File: src/core/sram_host_pkg.sv
/*
 Shared constants and carriers for the static memory host controller.
 Assumes a 50 MHz system clock and one attached 1024x4 asynchronous static memory.
*/
// Behaviour
// - Host holds address through write window plus zero release time.
// - Host presents address before opening the write window.
// - Host holds data stable for the overlap time before window ends.
// - Host makes write window at least the graded minimum width.
// - Host keeps write enable high throughout every read.
// - Host deselects chip before lowering supply into standby.
// - Host keeps write enable high during every address transition.
package srh_pkg;
	localparam int CLK_PERIOD_NS = 20;
	// Slowest grade figures
	localparam int WRITE_WINDOW_WIDTH_NS = 200;
	localparam int DATA_WRITE_OVERLAP_NS = 200;
	localparam int READ_VALID_NS = 120;
	localparam int DESELECT_FLOAT_NS = 100;
	localparam int DESELECT_TO_STANDBY_NS = 0;
	localparam int STANDBY_RECOVERY_NS = 500;
	localparam int WRITE_RELEASE_NS = 0;
	// Least times round up, at least one cycle
	function automatic int min_cyc(input int ns);
		int c;
		c = (ns + CLK_PERIOD_NS - 1) / CLK_PERIOD_NS;
		return (c < 1) ? 1 : c;
	endfunction
	localparam int WRITE_WINDOW_CYC = min_cyc(WRITE_WINDOW_WIDTH_NS);
	localparam int DATA_OVERLAP_CYC = min_cyc(DATA_WRITE_OVERLAP_NS);
	localparam int WIN_CYC = (WRITE_WINDOW_CYC > DATA_OVERLAP_CYC) ? WRITE_WINDOW_CYC : DATA_OVERLAP_CYC;
	localparam int READ_WAIT_CYC = min_cyc(READ_VALID_NS);
	localparam int FLOAT_CYC = min_cyc(DESELECT_FLOAT_NS);
	localparam int STBY_SETUP_CYC = min_cyc(DESELECT_TO_STANDBY_NS);
	localparam int RECOVERY_CYC = min_cyc(STANDBY_RECOVERY_NS);
	localparam int RELEASE_CYC = min_cyc(WRITE_RELEASE_NS);
	localparam int ADDR_W = 10;
	localparam int DATA_W = 4;
	localparam int CNT_W = 8;

	typedef struct packed {
		logic              write;
		logic [ADDR_W-1:0] addr;
		logic [DATA_W-1:0] wdata;
	} srh_req_s;

	typedef struct packed {
		logic [ADDR_W-1:0] addr;
		logic              select_low_active_n;
		logic              select_high_active;
		logic              write_enable_n;
		logic              output_disable;
		logic              standby_supply_level;
	} srh_pins_s;

	typedef enum logic [8:0] {
		ST_IDLE    = 9'b0_0000_0001,
		ST_WSETUP  = 9'b0_0000_0010,
		ST_WWIN    = 9'b0_0000_0100,
		ST_WREL    = 9'b0_0000_1000,
		ST_RWAIT   = 9'b0_0001_0000,
		ST_FLOAT   = 9'b0_0010_0000,
		ST_SBENTER = 9'b0_0100_0000,
		ST_STANDBY = 9'b0_1000_0000,
		ST_RECOVER = 9'b1_0000_0000
	} srh_state_e;
endpackage

File: src/core/srh_ctrl.sv
/*
 Host controller driving a 1024x4 asynchronous static memory through its pins.
 Assumes pin inputs synchronous to clock and memory data pins resolved by the bench from the enable.
 Memory data pins are resolved outside; the host drives them only while dq_oe is high.
*/
module srh_ctrl
(
	// Clock and reset
	input  wire logic                      clock,
	input  wire logic                      resetn,
	// User request
	input  wire logic                      req_valid,
	output logic                           req_ready,
	input  wire srh_pkg::srh_req_s         req,
	output logic                           rd_valid,
	output logic [srh_pkg::DATA_W-1:0]     rd_data,
	// Standby control
	input  wire logic                      standby_req,
	output logic                           in_standby,
	// Memory pins
	output srh_pkg::srh_pins_s             pins,
	input  wire logic [srh_pkg::DATA_W-1:0] dq_in,
	output logic [srh_pkg::DATA_W-1:0]     dq_out,
	output logic                           dq_oe
);
	srh_pkg::srh_state_e           state_r;
	srh_pkg::srh_state_e           state_nxt;
	logic [srh_pkg::CNT_W-1:0]     cnt_r;
	logic [srh_pkg::CNT_W-1:0]     cnt_nxt;
	logic                          cnt_done;
	logic                          access_nxt;
	logic [srh_pkg::ADDR_W-1:0]    addr_r;
	logic                          sel_low_n_r;
	logic                          sel_high_r;
	logic                          we_n_r;
	logic                          out_disable_r;
	logic                          supply_down_r;

	// Counter runs down to zero and holds
	assign cnt_done = (cnt_r == '0);
	assign req_ready = (state_r == srh_pkg::ST_IDLE) && !standby_req;
	// Chip selected in every access state
	assign access_nxt = state_nxt inside {srh_pkg::ST_WSETUP, srh_pkg::ST_WWIN, srh_pkg::ST_WREL,
		srh_pkg::ST_RWAIT};

	always_comb
	begin
		state_nxt = state_r;
		cnt_nxt = cnt_done ? cnt_r : cnt_r - 8'h01;
		case (state_r)
			srh_pkg::ST_IDLE:
			begin
				if (standby_req)
				begin
					state_nxt = srh_pkg::ST_SBENTER;
					cnt_nxt = 8'(srh_pkg::STBY_SETUP_CYC - 1);
				end
				else if (req_valid)
				begin
					state_nxt = req.write ? srh_pkg::ST_WSETUP : srh_pkg::ST_RWAIT;
					cnt_nxt = req.write ? 8'h00 : 8'(srh_pkg::READ_WAIT_CYC - 1);
				end
			end
			srh_pkg::ST_WSETUP:
			begin
				state_nxt = srh_pkg::ST_WWIN;
				cnt_nxt = 8'(srh_pkg::WIN_CYC - 1);
			end
			srh_pkg::ST_WWIN:
				if (cnt_done)
				begin
					state_nxt = srh_pkg::ST_WREL;
					cnt_nxt = 8'(srh_pkg::RELEASE_CYC - 1);
				end
			srh_pkg::ST_WREL:
				if (cnt_done)
				begin
					state_nxt = srh_pkg::ST_FLOAT;
					cnt_nxt = 8'(srh_pkg::FLOAT_CYC - 1);
				end
			srh_pkg::ST_RWAIT:
				if (cnt_done)
				begin
					state_nxt = srh_pkg::ST_FLOAT;
					cnt_nxt = 8'(srh_pkg::FLOAT_CYC - 1);
				end
			srh_pkg::ST_FLOAT:
				if (cnt_done)
					state_nxt = srh_pkg::ST_IDLE;
			srh_pkg::ST_SBENTER:
				if (cnt_done)
					state_nxt = srh_pkg::ST_STANDBY;
			srh_pkg::ST_STANDBY:
				if (!standby_req)
				begin
					state_nxt = srh_pkg::ST_RECOVER;
					cnt_nxt = 8'(srh_pkg::RECOVERY_CYC - 1);
				end
			srh_pkg::ST_RECOVER:
				if (cnt_done)
					state_nxt = srh_pkg::ST_IDLE;
			default:
				state_nxt = srh_pkg::ST_IDLE;
		endcase
	end

	// State and step counter
	always_ff @(posedge clock or negedge resetn)
	begin
		if (!resetn)
		begin
			state_r <= srh_pkg::ST_IDLE;
			cnt_r <= 8'h00;
		end
		else
		begin
			state_r <= state_nxt;
			cnt_r <= cnt_nxt;
		end
	end

	// Latch request; address stays put until next accept
	always_ff @(posedge clock or negedge resetn)
	begin
		if (!resetn)
		begin
			addr_r <= '0;
			dq_out <= '0;
		end
		else if (req_ready && req_valid)
		begin
			addr_r <= req.addr;
			dq_out <= req.wdata;
		end
	end

	// both selects active only for access
	always_ff @(posedge clock or negedge resetn)
	begin
		if (!resetn)
		begin
			sel_low_n_r <= 1'h1;
			sel_high_r <= 1'h0;
		end
		else
		begin
			sel_low_n_r <= !access_nxt;
			sel_high_r <= access_nxt;
		end
	end

	// write enable low only in window
	always_ff @(posedge clock or negedge resetn)
	begin
		if (!resetn)
			we_n_r <= 1'h1;
		else
			we_n_r <= (state_nxt != srh_pkg::ST_WWIN);
	end

	always_ff @(posedge clock or negedge resetn)
	begin
		if (!resetn)
			out_disable_r <= 1'h1;
		else
			out_disable_r <= (state_nxt != srh_pkg::ST_RWAIT);
	end

	always_ff @(posedge clock or negedge resetn)
	begin
		if (!resetn)
			supply_down_r <= 1'h0;
		else
			supply_down_r <= (state_nxt == srh_pkg::ST_STANDBY);
	end

	always_ff @(posedge clock or negedge resetn)
	begin
		if (!resetn)
			dq_oe <= 1'h0;
		else
			dq_oe <= state_nxt inside {srh_pkg::ST_WSETUP, srh_pkg::ST_WWIN, srh_pkg::ST_WREL};
	end

	// Pin bundle toward the memory
	assign pins = '{
		addr:                 addr_r,
		select_low_active_n:  sel_low_n_r,
		select_high_active:   sel_high_r,
		write_enable_n:       we_n_r,
		output_disable:       out_disable_r,
		standby_supply_level: supply_down_r
	};

	assign in_standby = (state_r == srh_pkg::ST_STANDBY);

	// Read data captured as the wait ends
	always_ff @(posedge clock or negedge resetn)
	begin
		if (!resetn)
		begin
			rd_valid <= 1'b0;
			rd_data <= '0;
		end
		else
		begin
			rd_valid <= (state_r == srh_pkg::ST_RWAIT) && cnt_done;
			if ((state_r == srh_pkg::ST_RWAIT) && cnt_done)
				rd_data <= dq_in;
		end
	end
endmodule

File: config.mk
export PLATFORM = sky130hd
export DESIGN_NAME = srh_ctrl
export DESIGN_NICKNAME = d
export VERILOG_FILES = /design/src/core/sram_host_pkg.sv /design/src/core/srh_ctrl.sv
export SDC_FILE = /design/constraint.sdc
export NUM_CORES = 1
export LEC_CHECK = 0
export BUFFER_PORTS_ARGS = -buffer_cell sky130_fd_sc_hd__buf_2
export CORE_UTILIZATION = 53
export CTS_BUF_LIST = sky130_fd_sc_hd__clkbuf_16
export CTS_CLUSTER_DIAMETER = 120
export DETAILED_ROUTE_END_ITERATION = 16
export PLACE_DENSITY = 0.79
export SLEW_MARGIN = 20
export SYNTH_ARGS = -nofsm -noshare
export SYNTH_HDL_FRONTEND = slang
export SYNTH_SLANG_ARGS = --single-unit
File: constraint.sdc
create_clock -name clock -period 2.23 [get_ports clock]
set_input_delay 0.1115 -clock clock [delete_from_list [all_inputs] [get_ports clock]]
set_output_delay 0.1115 -clock clock [all_outputs]
set_load 0.03 [all_outputs]
# After elaboration in Yosys (flattened, before gate mapping)
# Cells that the tools add are included.
[classes]
addsub = 1
n_eq_ne = 16
mux = 17
n_reduce_logical = 10
[op_table]
columns = ["cell", "count"]
rows = [
  ["$mux W9", 7],
  ["$pmux W9 S7", 1],
  ["$mux W8", 6],
  ["$pmux W8 S5", 1],
  ["$eq A9 B2 Y1 const B", 2],
  ["$eq A9 B3 Y1 const B", 2],
  ["$eq A9 B4 Y1 const B", 2],
  ["$eq A9 B5 Y1 const B", 2],
  ["$eq A9 B8 Y1 const B", 2],
  ["$eq A9 B1 Y1 const B", 1],
  ["$eq A9 B6 Y1 const B", 1],
  ["$eq A9 B7 Y1 const B", 1],
  ["$eq A9 B9 Y1 const B", 1],
  ["$ne A9 B3 Y1 const B", 1],
  ["$ne A9 B5 Y1 const B", 1],
  ["$logic_not A8 Y1", 1],
  ["$sub A8 B1 Y8 const B", 1],
  ["$mux W5", 1],
  ["$reduce_bool A4 Y1", 1],
  ["$reduce_or A2 Y1", 2],
  ["$logic_and A1 B1 Y1", 3],
  ["$mux W3", 1],
  ["$reduce_bool A3 Y1", 1],
  ["$logic_not A1 Y1", 2],
]
[totals]
register_bits = 42
in_bits = 23
out_inout_bits = 27
elab_cells = 56

# Logic depth before layout (Yosys ltp)
[logic_depth]
ltp_word = 7
mapped_depth = 8
depth_no_buf = 8

# Worst setup path before layout
# No wires, ideal clock.
[synth_timing]
path_kind = "reg-to-reg"
start = "reg state_r[3]"
end = "reg state_r[7]"
arrival_ns = 1.943
required_time_ns = 2.163
setup_slack_ns = 0.220
path_stages_with_launch = 5
period_less_slack_ns = 2.010
cell_sequence = "dfrtp_1 nor3_1 nand2_1 nor3_1 a22o_1"
[synth_via]
word_cells_on_any_way = 12
classes_between = "eq/ne (9); mux (1); reduce/logical (2)"
[synth_lines]
columns = ["item", "line", "rtl"]
rows = [
  ["from (decl)", "srh_ctrl.sv:26", "srh_pkg::srh_state_e state_r;"],
  ["from (signal assigned)", "srh_ctrl.sv:112", "state_r <= srh_pkg::ST_IDLE;"],
  ["from (signal assigned)", "srh_ctrl.sv:117", "state_r <= state_nxt;"],
  ["$eq A9 B8 Y1", "n/a", ""],
  ["net in_standby", "srh_ctrl.sv:19", "output logic in_standby,"],
  ["$pmux W9 S7", "srh_ctrl.sv:50", "case (state_r)"],
  ["net state_nxt[7]", "srh_ctrl.sv:27", "srh_pkg::srh_state_e state_nxt;"],
]
# The timed path passes the listed nets, and every way through them passes these cells.
# A chain may end at the register's enable or synchronous reset.

# Worst setup path in the final report
[layout_timing]
start = "reg cnt_r[3] (netlist name)"
end = "reg sel_high_r"
[layout_via]
elab_chain_cells = 5
word_cells_on_any_way = 11
classes_between = "eq/ne (4); mux (5); reduce/logical (2)"
[layout_rtl]
columns = ["item", "line", "rtl"]
rows = [
  ["from (decl)", "srh_ctrl.sv:28", "logic [srh_pkg::CNT_W-1:0] cnt_r;"],
  ["from (signal assigned)", "srh_ctrl.sv:118", "cnt_r <= cnt_nxt;"],
  ["$logic_not A8 Y1 (*)", "srh_ctrl.sv:40", "assign cnt_done = (cnt_r == '0);"],
  ["$mux W9 (on tied branches)", "n/a", ""],
  ["$pmux W9 S7 (*)", "srh_ctrl.sv:50", ""],
  ["net state_nxt[3]", "srh_ctrl.sv:27", ""],
  ["$eq A9 B2 Y1, or another cell as far along", "srh_ctrl.sv:43", "assign access_nxt = state_nxt inside {srh_pkg::ST_WSETUP, srh_pkg::ST_WWIN, srh_pkg::ST_WREL,"],
  ["$reduce_bool A4 Y1 (*)", "srh_ctrl.sv:43", ""],
  ["net access_nxt", "srh_ctrl.sv:31", "logic access_nxt;"],
  ["to (signal assigned)", "srh_ctrl.sv:148", "sel_high_r <= access_nxt;"],
  ["to (decl)", "srh_ctrl.sv:34", "logic sel_high_r;"],
]
# Mark *: on every way through the listed nets, which the timed path passes. The rest lies on a longest branch.

==> results.py <==
metrics = {
    "status": {
        "outcome": "finished, final reports clean",
    },
    "cts": {
        "cts_max_level": 2,
        "cts_setup_buffers": 0,
        "cts_tree": "yes",
        "cts_sinks": 42,
        "clock_path_buffers": 2,
        "cts_inserted_buffers": 5,
        "root_buffer": "clkbuf_16",
        "clk_pin_slew_ns": 0.06,
        "worstSkewPairLatency_ns": 0.28,
    },
    "worst_setup_path": {
        "path_max_fanout": 6,
        "slowest_stage": "or4_4",
        "path_cells": "or4_4 > o311ai_2 > a211oi_1 > a311o_1 > or2_1",
        "r2r_setup_slack_ns": 0.11,
        "critical_path_arrival_ns": 2.28,
        "critical_path.top_delay_family": "simple AND/OR/NAND/NOR gates",
        "slowest_delay_ns": 0.58,
        "cp.required_ns": 2.39,
        "reg2reg_from": "cnt_r[3]$_DFF_PN0_",
        "worst_setup_path_end_kind": "flop",
        "r2r_cells": 5,
        "crit_type": "reg -> reg",
        "worstReg2RegEnd": "sel_high_r$_DFF_PN0_",
        "critPathLaunchType": "flop",
        "critPathBufInv": 0,
    },
    "placement": {
        "port_buffers": 49,
        "hpwlAfterDp_mm": 3.04,
        "place_congestion": 0.861,
        "placed_cell_area_sq_um": 2300,
        "dp.cells": 277,
    },
    "power": {
        "power_leakage_nw": 1.19,
        "pwr_density_cell_nw_per_um2": 1500,
        "ir_drop_uv": 753,
        "report.power.total_mw": 3.77,
    },
    "synth": {
        "synth-edff-count": 0,
        "synth_area_sq_um": 2040,
        "yosys_warnings": 0,
        "synth_seq_cells": 42,
        "synth_area_per_cell_sq_um": 10.9,
        "synth_area_leader_cell": "dfrtp_1",
        "async_flop_share_pct": 100,
        "netlist_instances": 187,
        "syn-num-nets": 212,
        "synth_ff_type": "dfrtp_1",
        "synth_top_cell_area_share_pct": 46.7,
        "yosys-top-cells-area": "dfrtp_1, mux2_2, dfstp_2",
        "synth-seq-area-share_pct": 51.8,
        "synth.distinct_cells": 49,
    },
    "floorplanning": {
        "ios": 50,
        "die_area_sq_um": 4100,
        "fp.dieH_um": 64.0,
        "rows": 22,
        "initial_core_util_pct": 55.6,
        "die_w_um": 64.0,
        "coreArea_sq_um": 3660,
    },
    "sta": {
        "rsz0062_at_grt": "false",
        "maxSlewHeadroom_pct": 41.0,
        "setup_viol": 0,
        "slew_viol_final": 0,
        "skew_ns": 0.00360,
        "finalHoldViolCount": 0,
        "fmax_ghz": 0.472,
        "min_period_over_period_pct": 95.0,
        "timing.hold.ws_ns": 0.0624,
        "final.setup.tns_ns": 0,
        "period_needed_ns": 2.12,
        "tightest_slew_ns": 0.885,
    },
    "route": {
        "drtPass1Iterations": 5,
        "dr.first_iter.drc_count": 122,
        "vias": 1587,
        "routed_wl_mm": 4.22,
        "vias_per_cell": 5.55,
        "drc": 0,
        "wl_per_cell_um": 14.7,
        "final_antenna_net_count": 0,
    },
    "global_route": {
        "grt_pass1_vias": 1474,
        "grt_overflow": 0,
        "antenna_found_initial": 0,
        "grt_max_degree": 43,
        "grt_first_pass_wirelength_mm": 6.95,
        "track_usage_pct": 22.3,
    },
    "min_path": {
        "min_path_type": "in -> reg",
        "hold_depth": 2,
        "hold_path_end": "addr_r[8]$_DFFE_PN0P_",
        "hold_start": "req[12]",
    },
    "final_layout": {
        "layoutNonFillerInstCount": 286,
        "drive_gt1_share_pct": 38.7,
        "final_area_sq_um": 2510,
        "nets": 262,
        "final_common_cell": "buf_2",
        "syn2layout_area_growth_pct": 23.1,
        "layout_common_cells": "buf_2, dfrtp_1, mux2_2",
        "diodes": 0,
        "nFillCells": 284,
    },
    "run": {
        "cap_violations": 0,
    },
}
## power by group
group	total, mW	internal (mW)	leakage, nW	switching [mW]
Clock	0.925	0.643	0.0940	0.283
Sequential	1.21	1.04	0.533	0.170
Combinational	1.63	0.612	0.567	1.02
Total	3.77	2.30	1.19	1.48
## worst register-to-register path: stages, from the launching register on
cell,delay (ns)
dfrtp_1,0.43
or4_4,0.58
o311ai_2,0.28
a211oi_1,0.13
a311o_1,0.37
or2_1,0.21
## synthesized netlist by cell type (3+ instances only)
cell	instances
a21oi_1	8
buf_4	5
dfrtp_1	38
dfstp_2	4
inv_1	10
mux2_2	18
nand2_1	11
nand2b_1	4
nand3_1	4
nand4_1	3
nor2_1	14
nor2b_1	3
nor3_1	10
o21ai_0	7
xnor2_1	3
## per-layer routing
layer,global-route usage [%],wire length (um),vias to the layer above
met5,0,0,-
met4,5.11,0,0
met3,5.54,198,0
met2,36.8,2170,49
met1,29.5,1850,770
li1,-,-,768
## flip-flops by register name, indices dropped and copies added (netlist names)
name           flops
dq_oe              1
state_r            9
cnt_r              8
rd_valid           1
supply_down_r      1
addr_r            10
we_n_r             1
sel_high_r         1
out_disable_r      1
dq_out             4
sel_low_n_r        1
rd_data            4
## cell type report
type	instances	area [sq um]	share of cell area, %
clock buffer	5	125	4.99
clock inverter	3	68.8	2.74
inverter	11	41.3	1.65
multi-input combinational	124	878	35.0
sequential	42	1060	42.1
tap	48	60.1	2.40
timing repair buffer	53	278	11.1
## worst max path at each step
stage | start | to | cells after the start
floorplan | state_r[3]$_DFF_PN0_ | state_r[7]$_DFF_PN0_ | 4
global placement | cnt_r[3]$_DFF_PN0_ | sel_high_r$_DFF_PN0_ | 5
detailed placement | cnt_r[3]$_DFF_PN0_ | sel_high_r$_DFF_PN0_ | 5
CTS | cnt_r[3]$_DFF_PN0_ | sel_high_r$_DFF_PN0_ | 5
global route | cnt_r[0]$_DFF_PN0_ | sel_high_r$_DFF_PN0_ | 7
finish | cnt_r[3]$_DFF_PN0_ | sel_high_r$_DFF_PN0_ | 5
## cell families (layout without fill, tap and decap cells)
| logic type | Yosys count | count (layout) | synth area share (%) |
|---|---|---|---|
| and+or+nand+nor | 64 | 64 | 17.3 |
| DFF | 42 | 42 | 51.8 |
| AOI/OAI and AO/OA | 34 | 34 | 11.8 |
| buffers and inverters | 21 | 72 | 5.28 |
| muxes | 19 | 19 | 10.4 |
| xor gates and xnor gates | 5 | 5 | 2.15 |
| adders and majority gates | 2 | 2 | 1.23 |
## per-stage QoR
stage	setup WS (ns)	util (%)
6_report	0.112	68.5
5_1_grt	0.00208	68.5
4_1_cts	0.101	68.4
3_5_place_dp	0.119	62.8
3_3_place_gp	0.181	62.8
2_1_floorplan	0.220	-
## timing repair
action                                  CTS  global route
endpoints found under the setup margin    0             1
hold buffers                              1             0
gates resized for setup                   0             1
hold endpoints to repair                 38             0
(Power assumes the default switching activity.)
